File: src/design/lpmcs_defs.vh
// constants for the low-power mode and clock switch controller
`ifndef LPMCS_DEFS_VH
`define LPMCS_DEFS_VH

// ----------------------------------------------------------------------
// power state codes (one-hot)
// ----------------------------------------------------------------------
`define LPMCS_P_RUN 3'h1
`define LPMCS_P_HALT 3'h2
`define LPMCS_P_WARM 3'h4

// ----------------------------------------------------------------------
// clock switch state codes (one-hot)
// ----------------------------------------------------------------------
`define LPMCS_C_FAST 4'h1
`define LPMCS_C_TO_LOW 4'h2
`define LPMCS_C_LOW 4'h4
`define LPMCS_C_TO_FAST 4'h8

// ----------------------------------------------------------------------
// operating mode codes shown on mode_out
// ----------------------------------------------------------------------
`define LPMCS_MODE_SINGLE 3'h0
`define LPMCS_MODE_DUAL 3'h1
`define LPMCS_MODE_LOW 3'h2
`define LPMCS_MODE_IDLE 3'h3
`define LPMCS_MODE_SLEEP 3'h4
`define LPMCS_MODE_WARM 3'h5

// ----------------------------------------------------------------------
// timing counts, in periods of the clock named
// ----------------------------------------------------------------------
// gear periods before the stop when going to low speed
`define LPMCS_TO_LOW_GEAR 4'h2
// low-frequency periods, most, that the main clock stands going low
`define LPMCS_TO_LOW_LF 4'hA
// low-frequency periods, most, before the stop when going fast
`define LPMCS_TO_FAST_LF 4'h8
// gear periods of stop going fast: 2.5 rounded down
`define LPMCS_TO_FAST_GEAR 4'h2
// machine cycles after a select change that guard the enables
`define LPMCS_WIN_MC 2'h2
// low-frequency divider phase that marks a quarter-rate edge
`define LPMCS_LF_LAST 2'h3
// program counter step held while halted
`define LPMCS_PC_STEP 16'h0002

`endif

File: src/design/lpmcs_tb_edge.v
// falling-edge detector on the selected base timer source
`timescale 1ns/1ps

module lpmcs_tb_edge #(
	parameter N_SRC = 8,
	parameter SEL_W = 3
) (
	input wire mclk_in,
	input wire rst_n_in,
	input wire [N_SRC-1:0] src_in,
	input wire [SEL_W-1:0] sel_in,
	output wire fall_out
);

	reg prev_reg;
	reg fall_reg;
	wire cur;

	// ------------------------------------------------------------------
	// source select and edge
	// ------------------------------------------------------------------
	assign cur = src_in[sel_in];
	assign fall_out = fall_reg;

	always @(posedge mclk_in or negedge rst_n_in) begin
		if (!rst_n_in) begin
			prev_reg <= 1'b0;
			fall_reg <= 1'b0;
		end else begin
			prev_reg <= cur;
			fall_reg <= prev_reg & ~cur;
		end
	end

endmodule

File: src/design/lpmcs_ctrl.v
// low-power halt modes and main clock switching controller
// Functional notes
// - halted: peripheral clocks gated off, base timer clock kept running
// - halted: memory, registers, status word, port latches frozen
// - halted: program counter shows entry address plus two
// - release clears halt bit, returns to previous operating mode
// - release sets base timer interrupt latch when base timer enabled
// - pin, power-on, voltage reset releases halt or low speed; warm-up
// - all enables zero: release on source falling edge, resume next
// - all enables one: release on falling edge, start interrupt service
// - release follows asynchronous source edge; halt may be short
// - watchdog interrupt just before entry blocks halt entry
// - select set: main clock becomes low/4 within 2 gear+10 low
// - oscillator enable cleared within two cycles of select: clock reset
// - switching low: main clock stopped at most ten low periods
// - select cleared: gear clock within 8 low plus 2.5 gear
// - switching fast: main clock stopped at most 2.5 gear periods
// - high osc enable with pin function zero: clock reset
// - high osc enable rewritten one: no warm-up restart
`timescale 1ns/1ps
`include "lpmcs_defs.vh"

module lpmcs_ctrl #(
	parameter N_SRC = 8,
	parameter SEL_W = 3,
	parameter PC_W = 16
) (
	input wire mclk_in,
	input wire rst_n_in,
	input wire sys_rst_req_in,
	input wire warmup_done_in,
	input wire halt_set_in,
	input wire wdt_irq_in,
	input wire [PC_W-1:0] pc_in,
	input wire master_irq_enable_in,
	input wire base_timer_irq_enable_in,
	input wire base_timer_enable_in,
	input wire [SEL_W-1:0] base_timer_clock_select_in,
	input wire [N_SRC-1:0] tb_src_in,
	input wire osc_pin_function_bit_in,
	input wire sel_wr_in,
	input wire sel_wdata_in,
	input wire high_osc_wr_in,
	input wire high_osc_wdata_in,
	input wire low_osc_wr_in,
	input wire low_osc_wdata_in,
	input wire mcycle_tick_in,
	input wire gear_tick_in,
	input wire low_tick_in,
	output wire timing_gen_halt_bit_out,
	output wire main_clock_select_out,
	output wire high_osc_enable_out,
	output wire low_osc_enable_out,
	output wire main_clk_low_out,
	output wire main_clk_stop_out,
	output wire periph_clk_en_out,
	output wire base_timer_clk_en_out,
	output wire cpu_hold_out,
	output wire [PC_W-1:0] halt_pc_out,
	output wire base_timer_latch_set_out,
	output wire irq_service_out,
	output wire resume_out,
	output wire warmup_start_out,
	output wire sys_clk_reset_out,
	output wire [2:0] mode_out
);

	reg [2:0] pwr_reg, mode_next;
	reg [3:0] clk_reg, gcnt_reg, lcnt_reg;
	reg halt_reg, sel_reg, hi_osc_reg, lo_osc_reg, low_reg, stop_reg;
	reg [1:0] lf_div_reg, win_reg;
	reg [PC_W-1:0] pc_hold_reg;
	reg latch_reg, svc_reg, resume_reg, warm_reg, sysrst_reg;
	wire tb_fall, all_on, in_win, lf_edge, is_halt;

	// ------------------------------------------------------------------
	// base timer source edge
	// ------------------------------------------------------------------
	// async source edge releases
	lpmcs_tb_edge #(
		.N_SRC(N_SRC),
		.SEL_W(SEL_W)
	) u_edge (
		.mclk_in(mclk_in),
		.rst_n_in(rst_n_in),
		.src_in(tb_src_in),
		.sel_in(base_timer_clock_select_in),
		.fall_out(tb_fall)
	);

	assign all_on = master_irq_enable_in & base_timer_irq_enable_in &
		base_timer_enable_in;
	assign in_win = (win_reg != 2'h0);
	assign lf_edge = low_tick_in & (lf_div_reg == `LPMCS_LF_LAST);
	assign is_halt = (pwr_reg == `LPMCS_P_HALT);

	// ------------------------------------------------------------------
	// power state: run, halt, warm-up
	// ------------------------------------------------------------------
	always @(posedge mclk_in or negedge rst_n_in) begin
		if (!rst_n_in) begin
			pwr_reg <= `LPMCS_P_WARM;
			halt_reg <= 1'b0;
			pc_hold_reg <= {PC_W{1'b0}};
			latch_reg <= 1'b0;
			svc_reg <= 1'b0;
			resume_reg <= 1'b0;
		end else begin
			latch_reg <= 1'b0;
			svc_reg <= 1'b0;
			resume_reg <= 1'b0;
			if (sys_rst_req_in) begin
				pwr_reg <= `LPMCS_P_WARM;
				halt_reg <= 1'b0;
			end else begin
				case (pwr_reg)
				`LPMCS_P_RUN: begin
					if (halt_set_in && !wdt_irq_in) begin
						pwr_reg <= `LPMCS_P_HALT;
						halt_reg <= 1'b1;
						pc_hold_reg <= pc_in + `LPMCS_PC_STEP;
					end
				end
				`LPMCS_P_HALT: begin
					if (tb_fall) begin
						pwr_reg <= `LPMCS_P_RUN;
						halt_reg <= 1'b0;
						latch_reg <= base_timer_enable_in;
						svc_reg <= all_on;
						resume_reg <= ~all_on;
					end
				end
				`LPMCS_P_WARM: begin
					if (warmup_done_in) begin
						pwr_reg <= `LPMCS_P_RUN;
					end
				end
				default: begin
					pwr_reg <= `LPMCS_P_WARM;
					halt_reg <= 1'b0;
				end
				endcase
			end
		end
	end

	// ------------------------------------------------------------------
	// oscillator enables and select with guard window
	// ------------------------------------------------------------------
	always @(posedge mclk_in or negedge rst_n_in) begin
		if (!rst_n_in) begin
			sel_reg <= 1'b0;
			hi_osc_reg <= 1'b1;
			lo_osc_reg <= 1'b0;
			win_reg <= 2'h0;
			warm_reg <= 1'b0;
			sysrst_reg <= 1'b0;
		end else begin
			warm_reg <= 1'b0;
			sysrst_reg <= 1'b0;
			if (sys_rst_req_in) begin
				sel_reg <= 1'b0;
				hi_osc_reg <= 1'b1;
				lo_osc_reg <= 1'b0;
				win_reg <= 2'h0;
			end else begin
				if (sel_wr_in && (sel_wdata_in != sel_reg)) begin
					sel_reg <= sel_wdata_in;
					win_reg <= `LPMCS_WIN_MC;
				end else if (in_win && mcycle_tick_in) begin
					win_reg <= win_reg - 2'h1;
				end
				if (high_osc_wr_in) begin
					if (high_osc_wdata_in && !osc_pin_function_bit_in) begin
						sysrst_reg <= 1'b1;
					end else if (!high_osc_wdata_in && in_win) begin
						sysrst_reg <= 1'b1;
					end else begin
						hi_osc_reg <= high_osc_wdata_in;
						warm_reg <= high_osc_wdata_in & ~hi_osc_reg;
					end
				end
				if (low_osc_wr_in) begin
					if (!low_osc_wdata_in && in_win) begin
						sysrst_reg <= 1'b1;
					end else begin
						lo_osc_reg <= low_osc_wdata_in;
						if (low_osc_wdata_in && !lo_osc_reg) begin
							warm_reg <= 1'b1;
						end
					end
				end
			end
		end
	end

	// ------------------------------------------------------------------
	// main clock switch
	// ------------------------------------------------------------------
	always @(posedge mclk_in or negedge rst_n_in) begin
		if (!rst_n_in) begin
			clk_reg <= `LPMCS_C_FAST;
			low_reg <= 1'b0;
			stop_reg <= 1'b0;
			gcnt_reg <= 4'h0;
			lcnt_reg <= 4'h0;
			lf_div_reg <= 2'h0;
		end else begin
			if (low_tick_in) begin
				lf_div_reg <= lf_div_reg + 2'h1;
			end
			if (sys_rst_req_in) begin
				clk_reg <= `LPMCS_C_FAST;
				low_reg <= 1'b0;
				stop_reg <= 1'b0;
			end else begin
				case (clk_reg)
				`LPMCS_C_FAST: begin
					gcnt_reg <= 4'h0;
					lcnt_reg <= 4'h0;
					if (sel_reg) begin
						clk_reg <= `LPMCS_C_TO_LOW;
					end
				end
				`LPMCS_C_TO_LOW: begin
					if (!stop_reg) begin
						if (gear_tick_in) begin
							gcnt_reg <= gcnt_reg + 4'h1;
							if (gcnt_reg + 4'h1 == `LPMCS_TO_LOW_GEAR) begin
								stop_reg <= 1'b1;
							end
						end
					end else if (low_tick_in) begin
						lcnt_reg <= lcnt_reg + 4'h1;
						// stop bounded to ten low periods
						if (lf_edge ||
							lcnt_reg + 4'h1 == `LPMCS_TO_LOW_LF) begin
							low_reg <= 1'b1;
							stop_reg <= 1'b0;
							clk_reg <= `LPMCS_C_LOW;
						end
					end
				end
				`LPMCS_C_LOW: begin
					gcnt_reg <= 4'h0;
					lcnt_reg <= 4'h0;
					if (!sel_reg) begin
						clk_reg <= `LPMCS_C_TO_FAST;
					end
				end
				`LPMCS_C_TO_FAST: begin
					if (!stop_reg) begin
						if (low_tick_in) begin
							lcnt_reg <= lcnt_reg + 4'h1;
							if (lf_edge ||
								lcnt_reg + 4'h1 == `LPMCS_TO_FAST_LF) begin
								stop_reg <= 1'b1;
							end
						end
					end else if (gear_tick_in) begin
						gcnt_reg <= gcnt_reg + 4'h1;
						if (gcnt_reg + 4'h1 == `LPMCS_TO_FAST_GEAR) begin
							low_reg <= 1'b0;
							stop_reg <= 1'b0;
							clk_reg <= `LPMCS_C_FAST;
						end
					end
				end
				default: begin
					clk_reg <= `LPMCS_C_FAST;
					low_reg <= 1'b0;
					stop_reg <= 1'b0;
				end
				endcase
			end
		end
	end

	// ------------------------------------------------------------------
	// mode report
	// ------------------------------------------------------------------
	always @* begin
		mode_next = `LPMCS_MODE_SINGLE;
		if (pwr_reg == `LPMCS_P_WARM) begin
			mode_next = `LPMCS_MODE_WARM;
		end else if (is_halt) begin
			mode_next = low_reg ? `LPMCS_MODE_SLEEP : `LPMCS_MODE_IDLE;
		end else if (low_reg) begin
			mode_next = `LPMCS_MODE_LOW;
		end else if (lo_osc_reg) begin
			mode_next = `LPMCS_MODE_DUAL;
		end
	end

	// ------------------------------------------------------------------
	// outputs
	// ------------------------------------------------------------------
	// gate peripherals, keep base timer
	assign periph_clk_en_out = (pwr_reg == `LPMCS_P_RUN) & ~stop_reg;
	assign base_timer_clk_en_out = 1'b1;
	assign cpu_hold_out = (pwr_reg != `LPMCS_P_RUN) | stop_reg;
	assign halt_pc_out = pc_hold_reg;
	assign timing_gen_halt_bit_out = halt_reg;
	assign main_clock_select_out = sel_reg;
	assign high_osc_enable_out = hi_osc_reg;
	assign low_osc_enable_out = lo_osc_reg;
	assign main_clk_low_out = low_reg;
	assign main_clk_stop_out = stop_reg;
	assign base_timer_latch_set_out = latch_reg;
	assign irq_service_out = svc_reg;
	assign resume_out = resume_reg;
	assign warmup_start_out = warm_reg;
	assign sys_clk_reset_out = sysrst_reg;
	assign mode_out = mode_next;

endmodule

File: config.mk
export PLATFORM = sky130hd
export DESIGN_NAME = lpmcs_ctrl
export DESIGN_NICKNAME = d
export VERILOG_FILES = /design/src/design/lpmcs_tb_edge.v /design/src/design/lpmcs_ctrl.v
export VERILOG_INCLUDE_DIRS = /design/src /design/src/design
export SDC_FILE = /design/constraint.sdc
export NUM_CORES = 1
export LEC_CHECK = 0
export CAP_MARGIN = 20
export CORE_AREA = 4 4 77 79
export CTS_CLUSTER_DIAMETER = 120
export DETAILED_ROUTE_END_ITERATION = 10
export DIE_AREA = 0 0 81 83
export DONT_BUFFER_PORTS = 1
export GPL_TIMING_DRIVEN = 0
export MAX_ROUTING_LAYER = met4
export PLACE_DENSITY = 0.7
export REMOVE_ABC_BUFFERS = 1
export SLEW_MARGIN = 20
export SYNTH_ARGS = -nofsm -noshare
export SYNTH_HDL_FRONTEND = slang
export SYNTH_SLANG_ARGS = --single-unit
File: constraint.sdc
create_clock -name mclk_in -period 4.7 [get_ports mclk_in]
set_input_delay 0.47 -clock mclk_in [delete_from_list [all_inputs] [get_ports mclk_in]]
set_output_delay 0.47 -clock mclk_in [all_outputs]
set_load 0.02 [all_outputs]
After elaboration in Yosys (flattened, before gate mapping)
Cells that the tools add are included.
{"block": "op_classes", "addsub": 5, "bitwise": 12, "n_div": 0, "n_lt_le_gt_ge": 1, "reduce_logical": 30, "muxes": 88, "eq_ne": 33, "multipliers": 0, "shift": 0}
{"cell": "two-way mux 4 bit", "n": 15}
{"cell": "two-way mux 1 bit", "n": 54}
{"cell": "inequality test 3 bit, second input constant", "n": 10}
{"cell": "one-hot mux 4 bit (3 select lines)", "n": 2}
{"cell": "two-way mux 3 bit", "n": 7}
{"cell": "adder 16 x 2 -> 16 bit, second input constant", "n": 1}
{"cell": "inequality test 2 bit, second input constant", "n": 8}
{"cell": "one-hot mux 4 bit (4 select lines)", "n": 1}
{"cell": "== test 4 bit, second input constant", "n": 3}
{"cell": "AND reduction 3 bit", "n": 4}
{"cell": "one-hot mux 1 bit (3 select lines)", "n": 3}
{"cell": "one-hot mux 3 bit (3 select lines)", "n": 1}
{"cell": "adder 4 x 1 -> 4 bit, second input constant", "n": 2}
{"cell": "== test 4 x 2 -> 1 bit, second input constant", "n": 2}
{"cell": "two-way mux 2 bit", "n": 4}
{"cell": "AND reduction 4 bit", "n": 2}
{"cell": "AND reduction 8 bit", "n": 1}
{"cell": "nonzero test 2 bit", "n": 4}
{"cell": "logical AND 1 bit", "n": 7}
{"cell": "AND reduction 7 bit", "n": 1}
{"cell": "bitwise AND 1 bit", "n": 6}
{"cell": "nonzero test 3 bit", "n": 2}
{"cell": "logical NOT 1 bit", "n": 5}
{"cell": "NOT 1 bit", "n": 5}
{"cell": "other kinds (18)", "n": 19}
{"block": "totals", "latch_bits": 0, "memories": 0, "wordCells": 189, "register_bits": 48, "mem_bits_rw": 0, "output_inout_bits": 33, "rom_bits": 0}

Logic depth before layout (Yosys ltp)
Gate-level depths: netlist of run 1.
{"block": "depth", "ltp_word": 9, "ltp_mapped": 7}

Cells and area by module
From an unflattened synthesis of run 1, not the netlist that was laid out.
{"block": "hier_totals", "cells_unflattened": 312, "area_unflattened_um2": 2832.7}
{"mod": "lpmcs_ctrl", "cells_per_inst": 302, "seq_area_each_um2": 1154.9, "n_inst": 1, "area_each_um2": 2705.1}
{"mod": "lpmcs_tb_edge", "cells_per_inst": 10, "seq_area_each_um2": 50.0, "n_inst": 1, "area_each_um2": 127.6}

Worst setup path before layout of run 1
No wires, ideal clock.
{"block": "synth_timing", "kind": "input port to flip-flop", "start": "input port low_tick_in", "end": "register lcnt_reg[3]", "path_buffers": 1, "setup_ns": 0.080, "t_required_ns": 4.620, "arrival_time_ns": 1.767, "path_slack_ns": 2.852, "path_stages": 6, "cell_sequence": "clkbuf_1 > and4bb_1 > o21ai_1 > a21o_1 > or4_4 > o211ai_2"}
{"block": "synth_between", "elab_chain_len": 3}
{"item": "start: declaration", "line_no": "lpmcs_ctrl.v:49", "rtl": "input wire low_tick_in,"}
{"item": "two-way mux 4 bit (*)"}
{"item": "two-way mux 4 bit (on tied branches)"}
{"item": "one-hot mux 4 bit (3 select lines) (*)"}
{"item": "end signal: assignment", "line_no": "lpmcs_ctrl.v:234", "rtl": "lcnt_reg <= lcnt_reg + 4'h1;"}
{"item": "end signal: assignment", "line_no": "lpmcs_ctrl.v:254", "rtl": "lcnt_reg <= lcnt_reg + 4'h1;"}
{"item": "end: declaration", "line_no": "lpmcs_ctrl.v:69", "rtl": "reg [3:0] clk_reg, gcnt_reg, lcnt_reg;"}
Every way passes the cells marked *; elsewhere a longest branch is shown, timed or not. The select of a mux whose other input is x is not followed.
A chain may end at the register's enable or synchronous reset.

Final worst setup path of run 1
{"block": "layout_timing", "start": "register pwr_reg[2]", "end": "output port mode_out[1]"}
{"block": "layout_between", "elab_chain_len": 3}
{"item": "start: declaration", "line_no": "lpmcs_ctrl.v:68", "rtl": "reg [2:0] pwr_reg, mode_next;"}
{"item": "start signal: assignment", "line_no": "lpmcs_ctrl.v:102", "rtl": "pwr_reg <= `LPMCS_P_WARM;"}
{"item": "start signal: assignment", "line_no": "lpmcs_ctrl.v:113", "rtl": "pwr_reg <= `LPMCS_P_WARM;"}
{"item": "start signal: assignment", "line_no": "lpmcs_ctrl.v:119", "rtl": "pwr_reg <= `LPMCS_P_HALT;"}
{"item": "== test 3 x 2 -> 1 bit"}
{"item": "two-way mux 3 bit", "line_no": "lpmcs_ctrl.v:286", "rtl": "end else if (is_halt) begin"}
{"item": "two-way mux 3 bit (*)", "line_no": "lpmcs_ctrl.v:284", "rtl": "if (pwr_reg == `LPMCS_P_WARM) begin"}
{"item": "end: declaration", "line_no": "lpmcs_ctrl.v:65", "rtl": "output wire [2:0] mode_out"}
Every way passes the cells marked *; elsewhere a longest branch is shown, timed or not.

==> results.tsv, run 1 <==
stage	metric	value	unit
setup_path	worst path cell trace	inv_1 > nand2_1 > nor2_1 > ha_1 > nor2b_1	
sta	final setup vio count	0	
yosys	synthesis warning total	0	
clock_network	Clk pin slew, worst setup/hold paths	90	ps
yosys	flops & latches, synth	48	
route	via count	2164	
layout	Post-Layout Cell Count	380	
setup_path	R2R Path Start	clk_reg[1]	
layout	Filler Cell Count	494	
clock_network	CTS tree	done	
setup_path	cell family with most CP delay	flip-flops	
layout	max reg flops	16	
route	vias per std cell	5.69	
clock_network	Clock Path Buffers	2	
setup_path	CP Class	reg -> out	
run	Max-Cap Viols	0	
route	# DRC	0	
global_routing	gr usage total	18.3	%
global_routing	vias in the first global route	2031	
setup_path	crit end category	output pin	
place	hpwl dp	4200	um
place	dpl cells	369	
setup_path	Critical Path Max Stage Delay	590	ps
sta	final worst-path cycle share	49.0	%
sta	Max Clock Freq	0.434	GHz
yosys	Synth Cell Area	0.00288	mm^2
global_routing	largest net degree at the start of global routing	48	
route	First-pass DRT Iterations	4	
die	Die Y-Extent	83	um
yosys	Post-synth ARST share	100	%
global_routing	initial antenna violation count	0	
die	num rows	27	
sta	actual slew at the worst max-slew pin	594	ps
yosys	Syn Inst Count	312	
sta	setup ws final	2400	ps
layout	final-stage net count	361	
place	Final GP Congestion	0.808	
setup_path	CP arrival	1830	ps
yosys	EDFF count, synth	0	
layout	Reg area	0.00120	mm^2
clock_network	CTS sink count	48	
global_routing	first-pass GRT wire length	9550	um
clock_network	clock buffer count from CTS	5	
pwr	Pwr Total	954	uW
pwr	leak pwr	1.30	nW
layout	ant diodes	0	
clock_network	clk root buf	clkbuf_8	
setup_path	R2R Path End	lcnt_reg[3]	
clock_network	clk_lat worst skew	300	ps
sta	Hold Fails Final Rpt	0	
setup_path	Required @ worst endpoint	4230	ps
layout	Core Util, Final	56.9	%
setup_path	R2R Setup Slk	2580	ps
pwr	Power Density	314	mW/mm^2
place	Post-Place Worst Slack	2290	ps
setup_path	crit path buf inv count	1	
layout	area delta synth->final	5.34	%
sta	final worst path period need	2300	ps
clock_network	CTS HTree Levels	2	
layout	commonest cells after routing, fill and taps aside	dfrtp_1 (45), nand2_1 (35), nor2_1 (25), o21ai_1 (24), inv_1 (14)	
die	initial cell density of the core	54.0	%
route	DR iter-0 viols	92	
global_routing	GR Overflow Total	0	
route	WL/cell	15.0	um
place	Port-buffer cells	0	
sta	Worst Clk Skew	6.80	ps
layout	multi-input combinational cell area	0.00155	mm^2
layout	commonest non-fill, non-tap cell in the layout	dfrtp_1	
sta	Worst slew margin	60.2	%
outcome	status	finished, final reports clean	
die	Die W	81	um
setup_path	Slowest-stage cell, CP	dfstp_2	
route	routed wire length	5690	um
die	# IOs	79	
route	DRT antenna net count	0	
die	core box area	0.00534	mm^2
yosys	register area share after synthesis	41.8	%
yosys	top_reg_cell synth	dfrtp_1	
min_path	Hold Crit Class	in -> async	
setup_path	CP Launch Type	flip-flop	
setup_path	CP max FO	6	
clock_network	cts hold-fix bufs	2	
yosys	post-synthesis cell type count	66	
sta	hold_ws	3.36	ps
sta	Slew Limit Fails	0	
sta	RSZ-0062 raised after global routing	false	
yosys	Syn Area/Cell	9.24	um^2
setup_path	Worst R2R Path Depth	5	
layout	Finished Cell Area	0.00304	mm^2
place	dpl cell area	0.00290	mm^2
layout	ratio of cells with drive above 1 in the final layout	7.79	%
pwr	Peak VDD IR	0.194	mV
sta	setup TNS	0	ps
clock_network	# resized after CTS	0	
die	total die area	0.00672	mm^2
clock_network	Post-CTS Setup Bufs	0	
==> Yosys cell counts, types with 3 or more instances <==
cell | count | share of area (%)
nand2b_1 | 3 | 0.65
ha_1 | 8 | 3.5
and3_1 | 4 | 0.87
dfstp_2 | 3 | 2.7
xnor2_1 | 7 | 2.1
nand3b_1 | 6 | 1.6
nor4b_1 | 3 | 0.91
xor2_1 | 11 | 3.3
nand2_1 | 35 | 4.6
or3_1 | 3 | 0.65
mux2i_1 | 3 | 1.0
a21oi_1 | 13 | 2.3
o21ai_0 | 5 | 0.87
mux2_1 | 4 | 1.6
nand3_1 | 9 | 1.6
o31ai_1 | 4 | 1.0
nor2b_1 | 6 | 1.3
o21ai_1 | 24 | 4.2
inv_1 | 14 | 1.8
dfrtp_1 | 45 | 39
nand4_1 | 4 | 0.87
clkbuf_1 | 9 | 1.2
nor3_1 | 8 | 1.4
buf_4 | 3 | 0.78
and4_1 | 3 | 0.91
nor2_1 | 25 | 3.3
==> cell families after synthesis <==
family | share of synthesized area [%]
buffers and inverters | 4.47
XOR/XNOR | 5.47
flip-flops | 41.8
other | 0.130
multiplexers | 4.95
AND/OR/NAND/NOR | 24.1
adder cells (fa/ha/maj) | 3.47
AO/OA/AOI/OAI | 15.5
==> layout make-up <==
cell class | instances | area share [%]
timing repair buffer | 3 | 1.73
multi-input combinational | 235 | 51.0
clock inverter | 3 | 0.618
inverter | 14 | 1.73
tap | 72 | 2.97
clock buffer | 5 | 2.27
sequential | 48 | 39.7
==> metal layers <==
metal	track usage [%]	vias to the layer above	wire [um]
met3	5.31	5	392
li1	-	1096	-
met1	23.3	1008	2490
met5	-	-	0
met2	28.4	55	2750
met4	5.07	0	69
==> how the worst max path moves through the flow <==
| stage | start | endpoint | slack [ps] | depth (start not counted) |
|---|---|---|---|---|
| 5_1_grt | pwr_reg[2] | mode_out[1] | 2260 | 5 |
| 3_5_place_dp | pwr_reg[0] | halt_pc_out[0] | 2290 | 3 |
| 4_1_cts | pwr_reg[0] | halt_pc_out[2] | 2280 | 3 |
| 6_report | pwr_reg[2] | mode_out[1] | 2400 | 5 |
| 3_3_place_gp | pwr_reg[0] | halt_pc_out[2] | 2330 | 3 |
| 2_1_floorplan | sys_rst_req_in | halt_pc_out[0] | 2650 | 3 |
==> report_power, final <==
| group | internal [mW] | leakage, nW | switching, mW |
|---|---|---|---|
| Combinational | 0.0743 | 0.619 | 0.0826 |
| Clock | 0.104 | 0.0479 | 0.140 |
| Sequential | 0.466 | 0.638 | 0.0868 |
(Power assumes the default switching activity.)
==> run 2, diff against run 1 <==
Clock period 4.7 ns to 2.2 ns, I/O delays scaled along.
==> run 2 against run 1 <==
  * Cell area is 1.5% higher
  * Non-clock buffer count is 5 higher
  * Highest routed layer unchanged
  * Total power rose by 110%
  * Sequential power grew 110%
==> results.tsv, run 2 (synthesis results as in run 1) <==
stage	metric	value	unit	change
route	# DRC	0		unchanged
layout	ratio of cells with drive above 1 in the final layout	8.60	%	+0.81 points
die	core box area	0.00534	mm^2	unchanged
clock_network	clock buffer count from CTS	5		unchanged
sta	setup TNS	0	ps	unchanged
pwr	Logic pwr share	16.9	%	+0.5 points
sta	hold_ws	15.5	ps	+12.1 ps
sta	Slew Limit Fails	0		unchanged
route	via count	2228		+3.0%
global_routing	initial antenna violation count	0		unchanged
pwr	clock network power share	25.4	%	-0.2 points
pwr	Power Density	664	mW/mm^2	+110%
pwr	Sw Pwr	666	uW	+120%
sta	Worst Clk Skew	5.70	ps	-1.09 ps
clock_network	Clock Path Buffers	2		unchanged
place	Final GP Congestion	0.808		unchanged
route	WL/cell	15.5	um	+3.5%
place	dpl cell area	0.00290	mm^2	unchanged
die	Die Y-Extent	83	um	unchanged
die	# IOs	79		unchanged
clock_network	CTS sink count	48		unchanged
pwr	P_int	1.38	mW	+110%
sta	Hold Fails Final Rpt	0		unchanged
setup_path	crit end category	output pin		
route	vias per std cell	5.77		+1.4%
die	num rows	27		unchanged
layout	Core Util, Final	57.7	%	+0.87 points
sta	Worst slew margin	58.5	%	-1.6 points
layout	Post-Layout Cell Count	386		+1.6%
sta	final worst-path cycle share	93.6	%	
route	DRT antenna net count	0		unchanged
sta	RSZ-0062 raised after global routing	false		
min_path	Hold Crit Class	in -> reg		
route	routed wire length	5990	um	+5.1%
setup_path	Required @ worst endpoint	1980	ps	-2250 ps
pwr	leak pwr	1.32	nW	+1.3%
place	hpwl dp	4200	um	unchanged
pwr	sequential share of power	57.7	%	-0.3 points
outcome	status	finished, final reports clean		
place	Port-buffer cells	0		unchanged
clock_network	clk_lat worst skew	300	ps	about the same
die	total die area	0.00672	mm^2	unchanged
global_routing	gr usage total	19.1	%	+0.74 points
place	dpl cells	369		unchanged
clock_network	Clk pin slew, worst setup/hold paths	90	ps	about the same
die	Die W	81	um	unchanged
setup_path	CP Class	reg -> out		
layout	Filler Cell Count	496		+0.40%
layout	final-stage net count	367		+1.7%
setup_path	CP arrival	1840	ps	about the same
clock_network	CTS HTree Levels	2		unchanged
setup_path	CP Launch Type	flip-flop		
pwr	Peak VDD IR	0.415	mV	+110%
layout	commonest cells after routing, fill and taps aside	dfrtp_1 (44), nand2_1 (35), nor2_1 (25), o21ai_1 (24), inv_1 (14)		
layout	area delta synth->final	6.95	%	
global_routing	GR Overflow Total	0		unchanged
layout	Finished Cell Area	0.00308	mm^2	+1.5%
pwr	sw frac	32.5	%	+0.098 points
layout	commonest non-fill, non-tap cell in the layout	dfrtp_1		
die	initial cell density of the core	54.0	%	unchanged
run	Max-Cap Viols	0		unchanged
layout	ant diodes	0		unchanged
sta	final worst path period need	2060	ps	
layout	max reg flops	16		unchanged
route	DR iter-0 viols	115		+25%
sta	Max Clock Freq	0.486	GHz	
global_routing	vias in the first global route	2130		+4.9%
clock_network	clk root buf	clkbuf_8		
sta	final setup vio count	0		unchanged
setup_path	CP max FO	6		unchanged
sta	actual slew at the worst max-slew pin	619	ps	+24.1 ps
global_routing	largest net degree at the start of global routing	49		+2.1%
clock_network	CTS tree	done		
route	First-pass DRT Iterations	4		unchanged
global_routing	first-pass GRT wire length	9950	um	+4.2%
-- run 2: cell types whose count changed in the layout (fill, tap and decap cells not counted), sizes merged --
cell / change
buf: +2
nand3b: +1
dlygate4sd3: +3
-- run 2: path summary, 6_finish.rpt --
check	from	end	slack [ps]	depth (start not counted)
max	pwr_reg[2]	mode_out[1]	140	5
min	sys_rst_req_in	timing_gen_halt_bit_out	20	1
max reg2reg	clk_reg[2]	main_clk_low_out	190	5
min reg2reg	u_edge.prev_reg	u_edge.fall_out	480	2
max in group asynchronous	rst_n_in	clk_reg[0]	1480	2
min in group asynchronous	rst_n_in	lf_div_reg[1]	430	2
-- run 2: cell type report --
class / instances / area, um^2 / area share (%)
clock inverters: 3 / 18.8 / 0.609
flip-flops and latches: 48 / 1210 / 39.1
inverters: 14 / 52.6 / 1.71
well taps: 72 / 90.1 / 2.92
clock buffers: 5 / 68.8 / 2.23
repair buffers: 8 / 90.1 / 2.92
multi-input cells: 236 / 1560 / 50.5
-- run 2: repair_timing --
action | in CTS | in global routing
hold endpoints to repair | 58 | 0
pin swaps | 1 | 0
gates resized for setup | 0 | 1
cloned | 1 | 0
setup endpoints to repair | 10 | 1
hold buffers | 5 | 0
setup buffers | 3 | 0
-- run 2: power by group through the flow --
stage                     sequential [mW]  clock [mW]  combinational (mW)
after CTS                            1.18       0.542               0.352
final                                1.18       0.520               0.346
after global routing                 1.20       0.574               0.404
after floorplan                      1.17           0               0.271
after detailed placement             1.20           0               0.318
after global placement               1.20           0               0.305
-- run 2: layer usage --
layer	up-vias	GRT usage (%)	wire length (um)	part of all wire, %
met5	-	-	0	0
met4	0	5.22	69	1.2
met3	5	5.75	416	6.9
met2	55	30.0	2910	49
met1	1056	23.7	2590	43
li1	1112	-	-	-
-- run 2: per-stage QoR --
step	total power [mW]	setup slack, ps
after floorplan	1.44	159
after global placement	1.50	-168
after detailed placement	1.52	-214
after CTS	2.08	73.3
after global routing	2.18	12.8
final	2.05	140
-- run 2: critical path, cell delays in order (launching register included) --
cell	delay (ps)
dfstp_2	590
inv_1	80
nand2_1	130
nor2_1	90
ha_1	290
nor2b_1	360
